File: config.mk
export PLATFORM = sky130hd
export DESIGN_NAME = usb_cmd_port
export DESIGN_NICKNAME = d
export VERILOG_FILES = /design/src/usb_cmd_pkg.sv /design/src/usb_cmd_port.sv
export VERILOG_INCLUDE_DIRS = /design/src /design/src/src
export SDC_FILE = /design/constraint.sdc
export NUM_CORES = 1
export LEC_CHECK = 0
export BUFFER_PORTS_ARGS = -buffer_cell sky130_fd_sc_hd__buf_2
export CELL_PAD_IN_SITES_DETAIL_PLACEMENT = 1
export CELL_PAD_IN_SITES_GLOBAL_PLACEMENT = 2
export CORE_UTILIZATION = 34
export DETAILED_ROUTE_END_ITERATION = 10
export PLACE_DENSITY = 0.84
export SLEW_MARGIN = 40
export SYNTH_ARGS = -nofsm -noshare
export SYNTH_HDL_FRONTEND = slang
export SYNTH_SLANG_ARGS = --single-unit
File: constraint.sdc
create_clock -name clk -period 5.71 [get_ports clk]
set_clock_uncertainty 0.2 [all_clocks]
set_input_delay 0.571 -clock clk [delete_from_list [all_inputs] [get_ports clk]]
set_output_delay 0.571 -clock clk [all_outputs]
set_load 0.02 [all_outputs]
File: src/usb_cmd_params.svh
// Command codes, field positions, lengths and byte offsets of the command port.
`ifndef USB_CMD_PARAMS_SVH
`define USB_CMD_PARAMS_SVH
// =============================================================
// Command groups, selected by the high nibble of the code.
`define GRP_BUF_WR 4'h0
`define GRP_BUF_RD 4'h1
`define GRP_CFG_WR 4'h2
`define GRP_CFG_RD 4'h3
`define GRP_STALL 4'h4
`define GRP_STAT 4'h5
`define GRP_VALID 4'h6
`define GRP_CLEAR 4'h7
`define GRP_UNSTALL 4'h8
// =============================================================
// Register command pairs, write code even and read code odd, then the single reset and image codes.
`define CODE_ADDR 8'hb6
`define CODE_MODE 8'hb8
`define CODE_HWCFG 8'hba
`define CODE_INTEN 8'hc2
`define CODE_DMACFG 8'hf0
`define CODE_DMACNT 8'hf2
`define CODE_RESET 8'hf6
`define CODE_IMAGE 8'hd0
// Endpoint indices with no legal buffer write and validate command (0) or buffer read and clear command (1).
`define EP_CTRL_OUT 4'h0
`define EP_CTRL_IN 4'h1
// =============================================================
// Byte offsets of each register inside the register byte file.
`define BASE_ADDR 4'h0
`define BASE_MODE 4'h1
`define BASE_HWCFG 4'h2
`define BASE_INTEN 4'h4
`define BASE_DMACFG 4'h8
`define BASE_DMACNT 4'ha
// =============================================================
// Transfer lengths in bytes.
`define LEN_ONE 11'h001
`define LEN_TWO 11'h002
`define LEN_FOUR 11'h004
`define LEN_HDR 11'h002
`define LEN_BULK 11'h040
`define LEN_ISO 11'h3ff
// Isochronous flag position in an endpoint configuration byte.
`define CFG_ISO_BIT 4
`endif

File: src/usb_cmd_pkg.sv
// Types shared by the command port: commands, actions and stream entries.
package usb_cmd_pkg;
    // Kind of the command in progress.
    typedef enum logic [3:0] {
        CK_NONE, CK_BUF_WR, CK_BUF_RD, CK_CFG_WR, CK_CFG_RD, CK_STALL, CK_UNSTALL,
        CK_STAT_RD, CK_IMG_RD, CK_VALID, CK_CLEAR, CK_REG_WR, CK_REG_RD, CK_RESET
    } cmd_kind_e;
    // Endpoint operation carried by a no-data command.
    typedef enum logic [1:0] {OP_STALL, OP_UNSTALL, OP_VALID, OP_CLEAR} ep_op_e;
    // Decoded command.
    typedef struct packed {
        cmd_kind_e kind;
        logic [3:0] ep;
        logic [3:0] base;
        logic [10:0] len;
    } cmd_s;
    // One host access on the parallel port.
    typedef struct packed {
        logic wr;
        logic rd;
        logic a0;
        logic [15:0] data;
    } bus_req_s;
    // Pulse to the endpoint logic.
    typedef struct packed {
        logic valid;
        ep_op_e op;
        logic [3:0] ep;
    } ep_action_s;
    // One entry of the endpoint write stream.
    typedef struct packed {
        logic [3:0] ep;
        logic [15:0] data;
        logic hiValid;
        logic header;
        logic last;
    } wr_entry_s;
    // Register file view; byte 0 is the device address.
    typedef struct packed {
        logic [15:0] dmaCnt;
        logic [15:0] dmaCfg;
        logic [31:0] intEn;
        logic [15:0] hwCfg;
        logic [7:0] mode;
        logic [7:0] devAddr;
    } reg_file_s;
endpackage

File: src/usb_cmd_port.sv
// Command interpreter behind the parallel host port of the USB controller.
// Operation
// - A0 high takes low byte as command.
// - Commands without data act at once.
// - A0 low moves data for current command.
// - Multi-byte registers go least significant first.
// - Wide mode ignores upper and undefined bytes.
// - Odd packet write drops final upper byte; buffer reads pass it on.
// - Buffer starts with two byte count.
// - Codes 20 to 2F write endpoint configuration.
// - Codes 30 to 3F read endpoint configuration.
// - Codes 01 to 0F load IN buffers.
// - Codes 10, 12 to 1F read OUT buffers.
// - Codes 40 to 4F stall endpoints.
// - Codes 80 to 8F remove stalls.
// - Codes 50 to 5F return live status.
// - Codes 61 to 6F validate IN buffers.
// - Codes 70, 72 to 7F clear OUT buffers.
// - Code D0 returns the status image.
// - Image read changes no status bits.
// - Wide transfer count is (N+1) DIV 2.
`include "usb_cmd_params.svh"
module usb_cmd_port (
    // Clock and reset.
    input wire logic clk,
    input wire logic rst_n,
    // Host parallel port.
    input wire usb_cmd_pkg::bus_req_s bus,
    input wire logic wide,
    output logic busReady,
    output logic [15:0] dataOut,
    output logic rdValid,
    // Endpoint control and configuration.
    output usb_cmd_pkg::ep_action_s epAction,
    output logic [15:0][7:0] epConfig,
    output usb_cmd_pkg::reg_file_s regFile,
    // Endpoint status.
    output logic [3:0] statusIdx,
    input wire logic [7:0] statusByte,
    output logic statusRead,
    input wire logic [7:0] imageByte,
    // Endpoint write stream.
    output usb_cmd_pkg::wr_entry_s fifoWr,
    output logic fifoWrValid,
    input wire logic fifoWrReady,
    // Endpoint read port, answered in the same cycle.
    output logic fifoRdReq,
    output logic [3:0] fifoRdEp,
    input wire logic [15:0] fifoRdData
);
    // =========================================================
    // Decoding helpers.
    // Maps a code to its command; illegal codes decode to no command.
    function automatic usb_cmd_pkg::cmd_s decode(input logic [7:0] code);
        usb_cmd_pkg::cmd_s c;
        c = '0;
        c.ep = code[3:0];
        case (code[7:4])
            `GRP_BUF_WR: if (code[3:0] != `EP_CTRL_OUT) c.kind = usb_cmd_pkg::CK_BUF_WR;
            `GRP_BUF_RD: if (code[3:0] != `EP_CTRL_IN) c.kind = usb_cmd_pkg::CK_BUF_RD;
            `GRP_CFG_WR: c.kind = usb_cmd_pkg::CK_CFG_WR;
            `GRP_CFG_RD: c.kind = usb_cmd_pkg::CK_CFG_RD;
            `GRP_STALL: c.kind = usb_cmd_pkg::CK_STALL;
            `GRP_STAT: c.kind = usb_cmd_pkg::CK_STAT_RD;
            `GRP_VALID: if (code[3:0] != `EP_CTRL_OUT) c.kind = usb_cmd_pkg::CK_VALID;
            `GRP_CLEAR: if (code[3:0] != `EP_CTRL_IN) c.kind = usb_cmd_pkg::CK_CLEAR;
            `GRP_UNSTALL: c.kind = usb_cmd_pkg::CK_UNSTALL;
            default: begin
                // Register pairs share one entry; bit 0 picks read or write.
                c.kind = code[0] ? usb_cmd_pkg::CK_REG_RD : usb_cmd_pkg::CK_REG_WR;
                case ({code[7:1], 1'b0})
                    `CODE_ADDR: begin
                        c.base = `BASE_ADDR;
                        c.len = `LEN_ONE;
                    end
                    `CODE_MODE: begin
                        c.base = `BASE_MODE;
                        c.len = `LEN_ONE;
                    end
                    `CODE_HWCFG: begin
                        c.base = `BASE_HWCFG;
                        c.len = `LEN_TWO;
                    end
                    `CODE_INTEN: begin
                        c.base = `BASE_INTEN;
                        c.len = `LEN_FOUR;
                    end
                    `CODE_DMACFG: begin
                        c.base = `BASE_DMACFG;
                        c.len = `LEN_TWO;
                    end
                    `CODE_DMACNT: begin
                        c.base = `BASE_DMACNT;
                        c.len = `LEN_TWO;
                    end
                    default: c.kind = usb_cmd_pkg::CK_NONE;
                endcase
                if (code == `CODE_RESET) c.kind = usb_cmd_pkg::CK_RESET;
                if (code == `CODE_IMAGE) c.kind = usb_cmd_pkg::CK_IMG_RD;
            end
        endcase
        // Buffers open with the count header; single-byte reads take one byte.
        if (c.kind == usb_cmd_pkg::CK_BUF_WR || c.kind == usb_cmd_pkg::CK_BUF_RD) c.len = `LEN_HDR;
        if (c.kind inside {usb_cmd_pkg::CK_CFG_WR, usb_cmd_pkg::CK_CFG_RD,
                usb_cmd_pkg::CK_STAT_RD, usb_cmd_pkg::CK_IMG_RD}) c.len = `LEN_ONE;
        return c;
    endfunction
    // Total bytes of a buffer transfer, header included, capped by endpoint type.
    function automatic logic [10:0] bufTotal(input logic [15:0] n, input logic [3:0] ep,
            input logic [7:0] cfg);
        logic [10:0] lim;
        lim = (ep > `EP_CTRL_IN && cfg[`CFG_ISO_BIT]) ? `LEN_ISO : `LEN_BULK;
        return `LEN_HDR + ((n > {5'h00, lim}) ? lim : n[10:0]);
    endfunction
    // =========================================================
    // State and strobes.
    usb_cmd_pkg::cmd_s cur, next_cur; // Command in progress.
    logic [10:0] pos, next_pos; // Bytes already moved in the data phase.
    logic [10:0] total, next_total; // Bytes the command may move.
    logic [7:0] cntLo, next_cntLo; // Count low byte held in 8-bit mode.
    logic [15:0][7:0] next_cfg;
    logic [11:0][7:0] regBytes, next_regs; // Register file as bytes.
    usb_cmd_pkg::ep_action_s next_action;
    logic [15:0] next_dataOut;
    logic next_rdValid;
    logic cmdWr, dataWr, dataRd; // Decoded host strobes.
    logic live, hiLive, take; // Byte in range, upper byte in range, access taken.
    logic [10:0] step; // Bytes per transfer.
    logic [3:0] idx, idxHi; // Register byte addresses.
    logic [15:0] hdrSrc; // Word carrying the count header.
    logic push, bufReady;
    usb_cmd_pkg::wr_entry_s pushEntry;
    logic [7:0] cfgSel; // Configuration byte of the current endpoint.
    assign cmdWr = bus.wr && bus.a0;
    assign dataWr = bus.wr && !bus.a0;
    assign dataRd = bus.rd && !bus.a0;
    assign step = wide ? `LEN_TWO : `LEN_ONE;
    assign live = pos < total;
    assign hiLive = wide && (pos + `LEN_ONE < total);
    assign idx = cur.base + pos[3:0];
    assign idxHi = idx + 4'h1;
    assign cfgSel = epConfig[cur.ep];
    assign statusIdx = cur.ep;
    assign fifoRdEp = cur.ep;
    assign regFile = usb_cmd_pkg::reg_file_s'(regBytes);
    assign hdrSrc = (cur.kind == usb_cmd_pkg::CK_BUF_RD) ? fifoRdData : bus.data;
    // =========================================================
    // Command interpreter: next values.
    // A new command always wins, so a host can abandon any transfer at will.
    always_comb begin
        next_cur = cur;
        next_pos = pos;
        next_total = total;
        next_cntLo = cntLo;
        next_cfg = epConfig;
        next_regs = regBytes;
        next_action = '0;
        next_dataOut = dataOut;
        next_rdValid = 1'b0;
        push = 1'b0;
        pushEntry = '0;
        fifoRdReq = 1'b0;
        statusRead = 1'b0;
        take = 1'b0;
        if (cmdWr) begin
            // Upper bus byte is never looked at here.
            next_cur = decode(bus.data[7:0]);
            next_pos = '0;
            next_total = next_cur.len;
            next_action.ep = next_cur.ep;
            // Stall, unstall, validate and clear fire their pulse on the next edge.
            case (next_cur.kind)
                usb_cmd_pkg::CK_STALL: next_action.valid = 1'b1;
                usb_cmd_pkg::CK_UNSTALL: begin
                    next_action.valid = 1'b1;
                    next_action.op = usb_cmd_pkg::OP_UNSTALL;
                end
                usb_cmd_pkg::CK_VALID: begin
                    next_action.valid = 1'b1;
                    next_action.op = usb_cmd_pkg::OP_VALID;
                end
                usb_cmd_pkg::CK_CLEAR: begin
                    next_action.valid = 1'b1;
                    next_action.op = usb_cmd_pkg::OP_CLEAR;
                end
                usb_cmd_pkg::CK_RESET: begin
                    next_cfg = '0;
                    next_regs = '0;
                end
                default: ;
            endcase
        end else if (dataWr && live) begin
            take = 1'b1;
            case (cur.kind)
                usb_cmd_pkg::CK_CFG_WR: next_cfg[cur.ep] = bus.data[7:0];
                usb_cmd_pkg::CK_REG_WR: begin
                    next_regs[idx] = bus.data[7:0];
                    if (hiLive) next_regs[idxHi] = bus.data[15:8];
                end
                usb_cmd_pkg::CK_BUF_WR: begin
                    // A full buffer refuses the word; busReady warned the host.
                    take = bufReady;
                    push = bufReady;
                    pushEntry.ep = cur.ep;
                    pushEntry.header = pos < `LEN_HDR;
                    pushEntry.hiValid = hiLive || (wide && pos == '0);
                    pushEntry.data = {pushEntry.hiValid ? bus.data[15:8] : 8'h00,
                        bus.data[7:0]};
                    pushEntry.last = pos + step >= total && pos >= `LEN_HDR;
                end
                default: take = 1'b0;
            endcase
        end else if (dataRd) begin
            next_rdValid = 1'b1;
            next_dataOut = '0;
            if (live) begin
                take = 1'b1;
                case (cur.kind)
                    usb_cmd_pkg::CK_CFG_RD: next_dataOut = {8'h00, cfgSel};
                    usb_cmd_pkg::CK_REG_RD: next_dataOut = {hiLive ? regBytes[idxHi] : 8'h00,
                        regBytes[idx]};
                    usb_cmd_pkg::CK_STAT_RD: begin
                        statusRead = 1'b1;
                        next_dataOut = {8'h00, statusByte};
                    end
                    usb_cmd_pkg::CK_IMG_RD: next_dataOut = {8'h00, imageByte};
                    usb_cmd_pkg::CK_BUF_RD: begin
                        fifoRdReq = 1'b1;
                        next_dataOut = fifoRdData;
                    end
                    default: take = 1'b0;
                endcase
            end
        end
        // Count header sets the transfer length once both bytes are seen.
        if (take && (cur.kind == usb_cmd_pkg::CK_BUF_WR || cur.kind == usb_cmd_pkg::CK_BUF_RD)) begin
            if (pos == '0 && !wide) next_cntLo = hdrSrc[7:0];
            else if (pos == '0) next_total = bufTotal(hdrSrc, cur.ep, cfgSel);
            else if (pos == `LEN_ONE) next_total = bufTotal({hdrSrc[7:0], cntLo}, cur.ep, cfgSel);
        end
        if (take) next_pos = pos + step;
    end
    // Command interpreter: registers.
    always_ff @(posedge clk) begin
        if (!rst_n) begin
            cur <= '0;
            pos <= '0;
            total <= '0;
            cntLo <= '0;
            epConfig <= '0;
            regBytes <= '0;
            epAction <= '0;
            dataOut <= '0;
            rdValid <= 1'b0;
        end else begin
            cur <= next_cur;
            pos <= next_pos;
            total <= next_total;
            cntLo <= next_cntLo;
            epConfig <= next_cfg;
            regBytes <= next_regs;
            epAction <= next_action;
            dataOut <= next_dataOut;
            rdValid <= next_rdValid;
        end
    end
    // =========================================================
    // Two-entry write buffer towards the endpoint memory.
    // Two entries let a host write land while the drain side stalls one cycle.
    usb_cmd_pkg::wr_entry_s [1:0] mem, next_mem;
    logic wrPtr, rdPtr, next_wrPtr, next_rdPtr;
    logic [1:0] fill, next_fill;
    logic pop;
    assign bufReady = fill != 2'h2;
    assign busReady = bufReady;
    assign fifoWrValid = fill != 2'h0;
    assign fifoWr = mem[rdPtr];
    assign pop = fifoWrValid && fifoWrReady;
    // Buffer pointers and storage: next values.
    always_comb begin
        next_mem = mem;
        next_wrPtr = wrPtr;
        next_rdPtr = rdPtr;
        if (push) begin
            next_mem[wrPtr] = pushEntry;
            next_wrPtr = !wrPtr;
        end
        if (pop) next_rdPtr = !rdPtr;
        next_fill = fill + {1'b0, push} - {1'b0, pop};
    end
    // Buffer pointers and storage: registers.
    always_ff @(posedge clk) begin
        if (!rst_n) begin
            mem <= '0;
            wrPtr <= 1'b0;
            rdPtr <= 1'b0;
            fill <= 2'h0;
        end else begin
            mem <= next_mem;
            wrPtr <= next_wrPtr;
            rdPtr <= next_rdPtr;
            fill <= next_fill;
        end
    end
endmodule

==> results by group, run 1 <==
Outcome
  • Status: finished clean

STA
  • Actual slew at the worst max-slew pin: 922 ps
  • Slew Limit Headroom: 38.0%
  • Slew Viols, Final: 0
  • Setup repair after global routing missed its margin: false
  • Fin Setup TNS: 0 ps
  • Max frequency: between 150 and 200 MHz
  • Fin crit period: ~5000 ps
  • Setup WS post-layout: between 700 and 800 ps
  • Final setup fails: 0
  • Fin. Hold Viols: 0
  • Fin crit share: 87.7%

Setup path
  • Setup crit end: regFile[28]$_SDFFE_PN0P_
  • Worst endpoint required time: 5940 ps
  • R2r startpoint: pos[0]$_SDFFE_PN0P_
  • Worst Path Max Fanout: 15
  • Launch point of the worst path: pos[0]$_SDFFE_PN0P_
  • Worst Setup Path Type: reg2reg
  • CP arrival: between 5000 and 6000 ps
  • Reg2reg end: regFile[28]$_SDFFE_PN0P_
  • CP Capture Type: flop
  • Reg2Reg Depth: 14
  • Worst setup SP type: flop
  • Worst R2R Setup Slack: 700 ps

Power
  • Lkg Pwr: 9.45 nW
  • Total Power: 5.74 mW
  • Power Density: 246 mW/mm2
  • Worst VDD drop: 0.223 mV

Clocking
  • H-tree levels: 2
  • Resize count post-CTS: 0
  • Clk sink count: 340
  • Hold-fix buffers, CTS: 0
  • CTS tree: done
  • Clock-pin slew on the worst setup and hold paths: 60 ps
  • Clk Latency, worst-skew pair: 580 ps
  • CTS Buf Count: 42
  • CTS max path bufs: 3
  • # Post-CTS Setup Buffers: 0
  • Root Driver: clkbuf_16

Drt
  • Number of DRC markers in iteration 0: 1803
  • Wirelength per Cell: 26.9 um
  • DRT antenna net count: 0
  • Residual DRC: 0
  • DRT Pass-1 Iters: 7
  • Via count: between 20000 and 25000
  • Post-DR vias/cell: 6.06
  • Post-Route WL: 90700 um

Place
  • GP Congestion: 0.949
  • Placement Setup Slack: 833 ps
  • Number of port buffers: between 300 and 400
  • Dpl cells: between 3000 and 4000
  • Detailed placement HPWL: just under 70000 um

Floorplanning
  • Die height: 242 um
  • IO Pins: 338
  • Full die area: between 0.05 and 0.06 mm2
  • Row count: 87
  • Core Area: 0.0566 mm2
  • Die X-Extent: about 240 um
  • Starting Density: 34.6%

Global route
  • First-pass GRT wire length: 134000 um
  • Tot GR Track Use: 30.2%
  • M1 GR Usage: between 40% and 50%
  • Met3 Usage GRT: 6.02%
  • GR Layer Usage met2: 47.9%
  • Initial antenna violation count: 4
  • GRT overflow: 0
  • GR peak layer: met2
  • Largest net degree at the start of global routing: 56
  • Via count of the first global-routing pass: 20300

Synth
  • Most used DFF post-synth: dfxtp_1
  • Asr flop ratio synth: 0%
  • Net Count, Synth: 2463
  • Synth warnings: 0
  • Distinct cell type count after synthesis: 82
  • Post-Syn Area: 0.0196 mm2
  • Largest cells by area after synthesis: dfxtp_1, mux4_2, nand2_1
  • #FFs+latches synth: 340
  • Post-synth top cells: nand2_1, dfxtp_1, o21ai_0
  • Post-Syn Instances: 2341
  • Post-synth EDFFs: 0
  • Most frequent cell after synthesis: nand2_1
  • Post-Syn Area per Cell: 8.36 um2
  • Area leader, netlist: dfxtp_1
  • Post-synth top area share: 34.8%
  • Sequential-to-total area share from yosys stat: 34.8%

Layout
  • Area delta synth->final: 19.2%
  • Layout Nets: 2707
  • Layout cells sized above 1: between 20% and 30%
  • Fin cells: 3372

Min path
  • Hold crit path type: in2reg

Job
  • # Max-Cap Violations: 0
==> logic make-up after synthesis <==
family / share of synthesized area [%]
compound gates: 20.3
xor+xnor: 2.08
fa+ha+maj: 4.41
buf+inv: 4.85
flops: 34.8
mux: 14.8
simple gates: 18.7
==> sequential cells by signal, indices dropped and copies added, names as in the netlist, 4 cells and up <==
| signal | count |
|---|---|
| regFile | 96 |
| dataOut | 16 |
| epAction | 7 |
| pos | 11 |
| total | 11 |
| fifoRdEp | 4 |
| epConfig | 128 |
| cntLo | 8 |
| cur | 8 |
| mem | 46 |
==> worst min-delay path by stage <==
stage | start | endpoint | slack, ps | cells after the start
after floorplan | mem[0]$_SDFFE_PN0P_ | mem[0]$_SDFFE_PN0P_ | 220 | 2
after global placement | mem[0]$_SDFFE_PN0P_ | mem[0]$_SDFFE_PN0P_ | 240 | 2
after global routing | fifoRdData[15] | dataOut[15]$_SDFFE_PN0P_ | 190 | 3
after detailed placement | mem[26]$_SDFFE_PN0P_ | mem[26]$_SDFFE_PN0P_ | 250 | 2
final | fifoRdData[15] | dataOut[15]$_SDFFE_PN0P_ | 190 | 3
after CTS | fifoRdData[15] | dataOut[15]$_SDFFE_PN0P_ | 170 | 3
==> metal layers <==
layer,up-vias,share of wire [%]
met4,2,3.8
met2,945,45
met3,174,8.6
met5,-,0.014
met1,10300,42
li1,9016,-
==> through the flow <==
step / cell area, um2 / utilization (%) / hold WS (ps)
2_1_floorplan: 19600 / - / 221
3_3_place_gp: 21800 / 38.5 / 237
3_5_place_dp: 21900 / 38.6 / 245
4_1_cts: 23300 / 41.1 / 168
5_1_grt: 23300 / 41.2 / 194
6_report: 23300 / 41.2 / 190
==> placed cells by master, fill, tap and decap left out, types with 17 or more instances in the layout <==
master     netlist  final
mux4_2          84     84
buf_2           27    337
xnor2_1         26     25
buf_4           11     38
a21oi_1        159    159
nand3_1        105    101
nor3_1          50     48
nor2_1         130    129
mux2i_1         54     54
mux2_2          42     42
o21a_1          17     17
clkbuf_16        0     43
inv_1           54     54
o211ai_1        23     23
nand2_1        421    419
ha_1            65     63
o21ai_0        277    276
and3_1          20     19
dfxtp_1        340    337
==> area by class of cell <==
class	instances	area, um2
fill	6830	33300
multi-input combinational	1768	11900
sequential	340	6810
timing repair buffer	377	2000
clock buffer	60	1250
tap	756	946
inverter	56	210
clock inverter	13	168
antenna	2	5.00
==> worst max-delay path, cell delays in order (launching register included) <==
cell and delay (ps):
dfxtp_1 600, ha_1 260, and3_1 220, nand3_1 160, nor2_1 170, xor2_1 190
ha_1 270, a2111oi_0 350, o21ai_0 150, a41oi_1 270, o21a_1 590, nand4_1 710
o21a_1 400, o21ai_0 160, o221ai_1 140
==> where the power goes <==
part / leakage, nW / switching [mW] / total (mW) / internal [mW]
clock: 0.697 / 1.12 / 2.78 / 1.66
sequential: 2.74 / 0.0402 / 2.43 / 2.39
combinational: 6.01 / 0.369 / 0.528 / 0.159
total: 9.45 / 1.53 / 5.74 / 4.21
Power figures use the tool's default switching activity.
==> inputs of run 2 (changes only) <==
--- a/config.mk
+++ b/config.mk
@@ -9,9 +9,11 @@
 export BUFFER_PORTS_ARGS = -buffer_cell sky130_fd_sc_hd__buf_2
 export CELL_PAD_IN_SITES_DETAIL_PLACEMENT = 1
 export CELL_PAD_IN_SITES_GLOBAL_PLACEMENT = 2
-export CORE_UTILIZATION = 34
+export CORE_MARGIN = 2
+export CORE_UTILIZATION = 36
 export DETAILED_ROUTE_END_ITERATION = 10
-export PLACE_DENSITY = 0.84
+export HOLD_SLACK_MARGIN = 0.12
+export PLACE_DENSITY = 0.88
 export SLEW_MARGIN = 40
 export SYNTH_ARGS = -nofsm -noshare
 export SYNTH_HDL_FRONTEND = slang
==> constraint.sdc (replaced) <==
create_clock -name clk -period 6.15 [get_ports clk]
set_clock_uncertainty 0.2 [all_clocks]
set_input_delay 0.615 -clock clk [delete_from_list [all_inputs] [get_ports clk]]
set_output_delay 0.615 -clock clk [all_outputs]
set_load 0.02 [all_outputs]
==> run 2 against run 1 <==
Sequential cell count did not move. Critical endpoint is now total[7]$_SDFF_PN0_. Die area fell by 3.9%. Highest routed layer unchanged. First-iteration DRC count fell by 5.3%. Hold slack worse by 45 ps. Largest cell class unchanged. Clock power fell by 10%.
==> results by group, run 2 (synthesized netlist as in run 1, its figures left out) <==
Drt
  • Number of DRC markers in iteration 0: 1707 (-5.3%)
  • Via count: 20300 (-0.69%)
  • Post-DR vias/cell: 6.13 (+1.2%)
  • DRT antenna net count: 0 (unchanged)
  • DRT Pass-1 Iters: 5 (-2)
  • Post-Route WL: 89500 um (-1.2%)
  • Wirelength per Cell: 27.1 um (+0.62%)
  • Residual DRC: 0 (unchanged)

Place
  • GP Congestion: 0.940 (-0.85%)
  • Placement-stage cell area: 0.0218 mm2 (-0.49%)
  • Number of port buffers: 337 (unchanged)
  • Dpl cells: 3234 (-1.9%)
  • Detailed placement HPWL: 66500 um (-1.4%)

Global route
  • Tot GR Track Use: 31.2% (+1.1 points)
  • GRT overflow: 0 (unchanged)
  • M1 GR Usage: 40.1% (-0.14 points)
  • Largest net degree at the start of global routing: 53 (-5.4%)
  • First-pass GRT wire length: 134000 um (-0.32%)
  • Met3 Usage GRT: 8.29% (+2.3 points)
  • GR peak layer: met2
  • GR Layer Usage met2: 49.9% (+2.0 points)
  • Via count of the first global-routing pass: 20700 (+2.1%)
  • Initial antenna violation count: 4 (unchanged)

STA
  • Setup repair after global routing missed its margin: false
  • Slew Limit Headroom: 39.9% (+1.9 points)
  • Actual slew at the worst max-slew pin: 899 ps (-22.5 ps)
  • Fin Setup TNS: 0 ps (unchanged)
  • Slew Viols, Final: 0 (unchanged)
  • Fin. Hold Viols: 0 (unchanged)
  • Final setup fails: 0 (unchanged)
  • Fin crit share: 83.8% (-3.9 points)
  • Max frequency: 194 MHz (-2.8%)
  • Fin crit period: 5150 ps (+146 ps)

Layout
  • Layout Nets: 2704 (-0.11%)
  • Final non-filler cell area: 0.0232 mm2 (-0.74%)
  • Area delta synth->final: 18.3%
  • Area of the multi-input gates: 0.0119 mm2 (about the same)
  • Commonest cells after routing, fill and taps aside: nand2_1, dfxtp_1, buf_2
  • Max reg flops: 128 (unchanged)
  • Commonest non-fill, non-tap cell in the layout: nand2_1
  • Fin cells: 3310 (-1.8%)
  • Layout cells sized above 1: 23.8% (+0.086 points)
  • Register area: 0.00681 mm2 (unchanged)
  • Top reg by flops: epConfig
  • # fillers: 6498 (-4.9%)

Setup path
  • CP arrival: 5440 ps (+200 ps)
  • Worst Path Max Fanout: 18 (+3)
  • Worst endpoint required time: 6440 ps (+500 ps)
  • Worst setup SP type: flop
  • Reg2Reg Depth: 19 (+5)
  • CP Capture Type: flop
  • Worst Setup Path Type: reg2reg

Clocking
  • CTS Buf Count: 41 (-2.4%)
  • Clk sink count: 340 (unchanged)
  • CTS max path bufs: 3 (unchanged)
  • Resize count post-CTS: 0 (unchanged)
  • # Post-CTS Setup Buffers: 0 (unchanged)
  • Root Driver: clkbuf_16
  • Clk Latency, worst-skew pair: 580 ps (about the same)
  • CTS tree: done
  • H-tree levels: 2 (unchanged)
  • Hold-fix buffers, CTS: 0 (unchanged)
  • Clock-pin slew on the worst setup and hold paths: 60 ps (about the same)

Floorplanning
  • Full die area: 0.0562 mm2 (-3.9%)
  • Row count: 85 (-2.3%)
  • Starting Density: 36.4% (+1.8 points)
  • Core Area: 0.0538 mm2 (-4.9%)
  • IO Pins: 338 (unchanged)
  • Die X-Extent: 237 um (-2.0%)
  • Die height: 237 um (-2.0%)

Power
  • Internal Dissipation: 3.80 mW (-9.6%)
  • Power Density: 226 mW/mm2 (-7.9%)
  • Total Power: 5.25 mW (-8.6%)
  • Sequential Power Share: 42.6% (+0.3 points)
  • Lkg Pwr: 9.42 nW (-0.31%)
  • Clock power share: 47.6% (-0.9 points)
  • Worst VDD drop: 0.197 mV (-12%)
  • Switching Share: 27.5% (+0.82 points)
  • Combinational share of power: 9.8% (+0.6 points)
  • Psw: 1.44 mW (-5.7%)

Min path
  • Hold crit path type: in2reg
  • Worst hold stages: 3 (unchanged)

Outcome
  • Status: finished clean

Job
  • # Max-Cap Violations: 0 (unchanged)
-- run 2: cell count changes in the layout (fill, tap and decap cells not counted), moves of 2 or more --
cell       change
inv_6          +3
clkinv_2       +6
nor3_2         +2
clkbuf_16      -2
xnor2_2        +2
clkbuf_8       -5
-- run 2: per-layer routing --
layer	vias to the layer above	wire length, um
li1	8979	-
met1	10200	36600
met2	937	40600
met3	215	8620
met4	2	3650
met5	-	7
-- run 2: layout make-up --
type                       instances  area share (%)
multi-input combinational       1768            51.5
sequential                       340            29.4
timing repair buffer             375            8.57
clock buffer                      52            4.87
tap                              696            3.76
clock inverter                    22           0.967
inverter                          56           0.908
antenna                            1          0.0108
-- run 2: final timing paths --
path,startpoint,to,slack (ps)
worst min register to register,mem[7]$_SDFFE_PN0P_,mem[7]$_SDFFE_PN0P_,260
worst min-delay path,fifoRdData[15],dataOut[15]$_SDFFE_PN0P_,140
worst max-delay path,fifoRdEp[2]$_SDFFE_PN0P_,total[7]$_SDFF_PN0_,1000
worst max register to register,fifoRdEp[2]$_SDFFE_PN0P_,total[7]$_SDFF_PN0_,1000
-- run 2: critical path, cell delays in order (launching register included) --
cell and delay [ps]:
dfxtp_1 670, mux4_2 320, o22ai_1 120, a21oi_2 390, inv_1 450, ha_1 490
nor2b_1 170, o211ai_1 110, a211o_1 270, a31oi_1 160, buf_4 210, nand2_1 150
o21ai_0 200, ha_1 320, nand2_1 100, nor2_1 140, xnor2_1 80, o221ai_1 170
nand3_1 100, o31ai_1 250
-- run 2: metrics by stage --
stage,utilization (%),setup slack (ps),hold WS [ps]
3_3_place_gp,40.3,845,238
4_1_cts,43.0,597,132
2_1_floorplan,-,1790,221
3_5_place_dp,40.4,631,247
6_report,43.0,999,145
5_1_grt,43.0,505,166
-- run 2: power by group through the flow --
stage               clock network (mW)  logic (mW)  registers, mW
global placement                     0       0.487           2.28
floorplan                            0       0.324           2.27
detailed placement                   0       0.502           2.28
global route                      2.61       0.549           2.23
CTS                               2.52       0.505           2.23
finish                            2.50       0.515           2.23
==> inputs of run 3 (changes only) <==
--- a/config.mk
+++ b/config.mk
@@ -10,10 +10,10 @@
 export CELL_PAD_IN_SITES_DETAIL_PLACEMENT = 1
 export CELL_PAD_IN_SITES_GLOBAL_PLACEMENT = 2
 export CORE_MARGIN = 2
-export CORE_UTILIZATION = 36
+export CORE_UTILIZATION = 34
 export DETAILED_ROUTE_END_ITERATION = 10
 export HOLD_SLACK_MARGIN = 0.12
-export PLACE_DENSITY = 0.88
+export PLACE_DENSITY = 0.84
 export SLEW_MARGIN = 40
 export SYNTH_ARGS = -nofsm -noshare
 export SYNTH_HDL_FRONTEND = slang
==> constraint.sdc (replaced) <==
create_clock -name clk -period 4.8 [get_ports clk]
set_clock_uncertainty 0.2 [all_clocks]
set_input_delay 0.48 -clock clk [delete_from_list [all_inputs] [get_ports clk]]
set_output_delay 0.48 -clock clk [all_outputs]
set_load 0.02 [all_outputs]
==> run 3 against run 2 <==
Maximum frequency is 13% higher. Cell count up 3.2%. Sequential power rose by 29%. Utilization decreased by 1.2 points. Global-route usage is 1.1 points lower. Wire length up 2.8%. Die area up 5.8%. Critical path type unchanged. Highest routed layer unchanged.
==> results by group, run 3 (synthesized netlist as in run 1, its figures left out) <==
Outcome
  • Status: finished clean

Global route
  • First-pass GRT wire length: 136000 um (+1.7%)
  • Via count of the first global-routing pass: 20500 (-0.91%)
  • Largest net degree at the start of global routing: 60 (+13%)
  • GRT overflow: 0 (unchanged)
  • Initial antenna violation count: 3 (-1)
  • Tot GR Track Use: 30.2% (-1.1 points)

STA
  • Setup WS post-layout: 260 ps (-738 ps)
  • Fin crit share: 94.6% (+11 points)
  • Final setup fails: 0 (unchanged)
  • Slew Limit Headroom: 38.0% (-1.9 points)
  • Slew Viols, Final: 0 (unchanged)
  • Fin. Hold Viols: 0 (unchanged)
  • Fin Setup TNS: 0 ps (unchanged)
  • Hold slack: 152 ps (+6.88 ps)
  • Fin crit period: 4540 ps (-612 ps)
  • Max frequency: 220 MHz (+13%)
  • Setup repair after global routing missed its margin: true
  • Actual slew at the worst max-slew pin: 931 ps (+31.4 ps)

Floorplanning
  • IO Pins: 338 (unchanged)
  • Die X-Extent: 244 um (+2.9%)
  • Row count: 87 (+2.4%)
  • Core Area: 0.0566 mm2 (+5.2%)
  • Die height: 244 um (+2.9%)
  • Starting Density: 34.6% (-1.8 points)
  • Full die area: 0.0595 mm2 (+5.8%)

Power
  • Switching Share: 27.3% (-0.14 points)
  • Clock power share: 48.3% (+0.7 points)
  • Combinational share of power: 9.7% (about the same)
  • Power Density: 290 mW/mm2 (+28%)
  • Worst VDD drop: 0.248 mV (+26%)
  • Lkg Pwr: 9.64 nW (+2.3%)
  • Psw: 1.88 mW (+30%)
  • Sequential Power Share: 42.1% (-0.5 points)
  • Total Power: 6.86 mW (+31%)
  • Internal Dissipation: 4.98 mW (+31%)

Setup path
  • Cell Chain, Critical Path: mux4_2, nand2_1, a21oi_4, clkinvlp_4, buf_4, ha_1, and4_1, nand4_1, a211oi_1, a31oi_1, buf_4, o21ai_0, ha_2, nand2_1, nor2_1, xnor2_1, o221ai_1, nand3_1, o31ai_1
  • Crit path max-delay family: compound AO/OA/AOI/OAI gates
  • Worst R2R Setup Slack: 260 ps (-740 ps)
  • CP arrival: 4840 ps (-600 ps)
  • Setup crit end: total[7]$_SDFF_PN0_
  • Reg2Reg Depth: 19 (unchanged)
  • Critical path depth: 19 (unchanged)
  • CP Capture Type: flop
  • Worst Setup Path Type: reg2reg
  • Worst setup SP type: flop
  • Slowest CP cell: dfxtp_4
  • Launch point of the worst path: fifoRdEp[1]$_SDFFE_PN0P_
  • R2r startpoint: fifoRdEp[1]$_SDFFE_PN0P_
  • Worst endpoint required time: 5100 ps (-1340 ps)
  • Buf/Inv on CP: 3 (+1)
  • CP peak stage delay: 400 ps (-270 ps)
  • Worst Path Max Fanout: 14 (-4)
  • Reg2reg end: total[7]$_SDFF_PN0_

Place
  • Dpl cells: 3334 (+3.1%)
  • GP Congestion: 0.949 (+0.86%)
  • Placement Setup Slack: -321 ps (-951 ps)
  • Placement-stage cell area: 0.0221 mm2 (+1.7%)
  • Detailed placement HPWL: 68700 um (+3.3%)
  • Number of port buffers: 337 (unchanged)

Layout
  • Fin util: 41.8% (-1.2 points)
  • Commonest cells after routing, fill and taps aside: nand2_1, dfxtp_1, buf_2
  • Layout cells sized above 1: 25.0% (+1.1 points)
  • Top reg by flops: epConfig
  • Final non-filler cell area: 0.0237 mm2 (+2.2%)
  • Ant diodes: 0 (-1)
  • Fin cells: 3417 (+3.2%)
  • Max reg flops: 128 (unchanged)
  • Layout Nets: 2752 (+1.8%)
  • Commonest non-fill, non-tap cell in the layout: nand2_1
  • Area delta synth->final: 21.0%

Clocking
  • Clock-pin slew on the worst setup and hold paths: 60 ps (about the same)
  • CTS tree: done
  • Clk sink count: 340 (unchanged)
  • Clk Latency, worst-skew pair: 600 ps (+20 ps)
  • Root Driver: clkbuf_16
  • CTS Buf Count: 42 (+2.4%)
  • H-tree levels: 2 (unchanged)
  • CTS max path bufs: 3 (unchanged)

Min path
  • Hold crit path type: in2reg
  • Hold Startpoint: rst_n
  • Worst hold stages: 2 (-1)

Drt
  • Wirelength per Cell: 26.9 um (-0.45%)
  • DRT Pass-1 Iters: 5 (unchanged)
  • Number of DRC markers in iteration 0: 2017 (+18%)
  • Residual DRC: 0 (unchanged)
  • Post-Route WL: 92000 um (+2.8%)
  • Via count: 20500 (+1.1%)
  • Post-DR vias/cell: 6.00 (-2.1%)
  • DRT antenna net count: 0 (unchanged)

Job
  • # Max-Cap Violations: 0 (unchanged)
run 3: changes by cell type in the layout (fill, tap and decap cells not counted), sizes merged:
cell and change:
bufinv +1, buf +42, dlygate4sd3 +5, clkinvlp +2, clkbuf +5, diode -1, clkinv -3, inv -4
run 3: worst min-delay path by stage:
stage,to,slack (ps)
finish,pos[4]$_SDFFE_PN0P_,150
global route,pos[4]$_SDFFE_PN0P_,130
CTS,pos[4]$_SDFFE_PN0P_,120
detailed placement,dataOut[4]$_SDFFE_PN0P_,240
global placement,mem[0]$_SDFFE_PN0P_,240
floorplan,mem[0]$_SDFFE_PN0P_,220
run 3: worst register-to-register path: cells and delay by family (launching register included):
kind | cells | cell delay [ps]
AND/OR/NAND/NOR | 6 | 770
multiplexers | 1 | 370
XOR/XNOR | 1 | 80
AO/OA/AOI/OAI | 6 | 1420
flip-flops | 1 | 400
buffers and inverters | 3 | 560
adder cells (fa/ha/maj) | 2 | 620
run 3: power groups by stage:
stage,combinational [mW],clock [mW],sequential (mW)
after CTS,0.648,3.35,2.88
after floorplan,0.415,0,2.91
final,0.664,3.31,2.88
after global routing,0.708,3.48,2.89
after global placement,0.623,0,2.94
after detailed placement,0.640,0,2.95
run 3: cell type report:
type	count	area (um2)
fill	6818	32900
multi-input combinational	1768	11900
inverter	56	214
tap	756	946
clock buffer	57	1170
timing repair buffer	422	2340
clock inverter	18	245
sequential	340	6810
run 3: repair_timing:
item	CTS	global route
endpoints found under the setup margin	4	6
hold buffers	5	0
gates resized for setup	2	8
pin swaps	0	1
hold endpoints to repair	5	0
buffers inserted	2	1
run 3: per-layer routing:
metal / share of wire (%) / up-vias / GRT usage (%)
met4: 4.1 / 4 / 12.0
met2: 44 / 974 / 46.8
met5: 0.029 / - / 0
met1: 42 / 10300 / 40.2
met3: 9.2 / 199 / 7.31
li1: - / 9060 / -
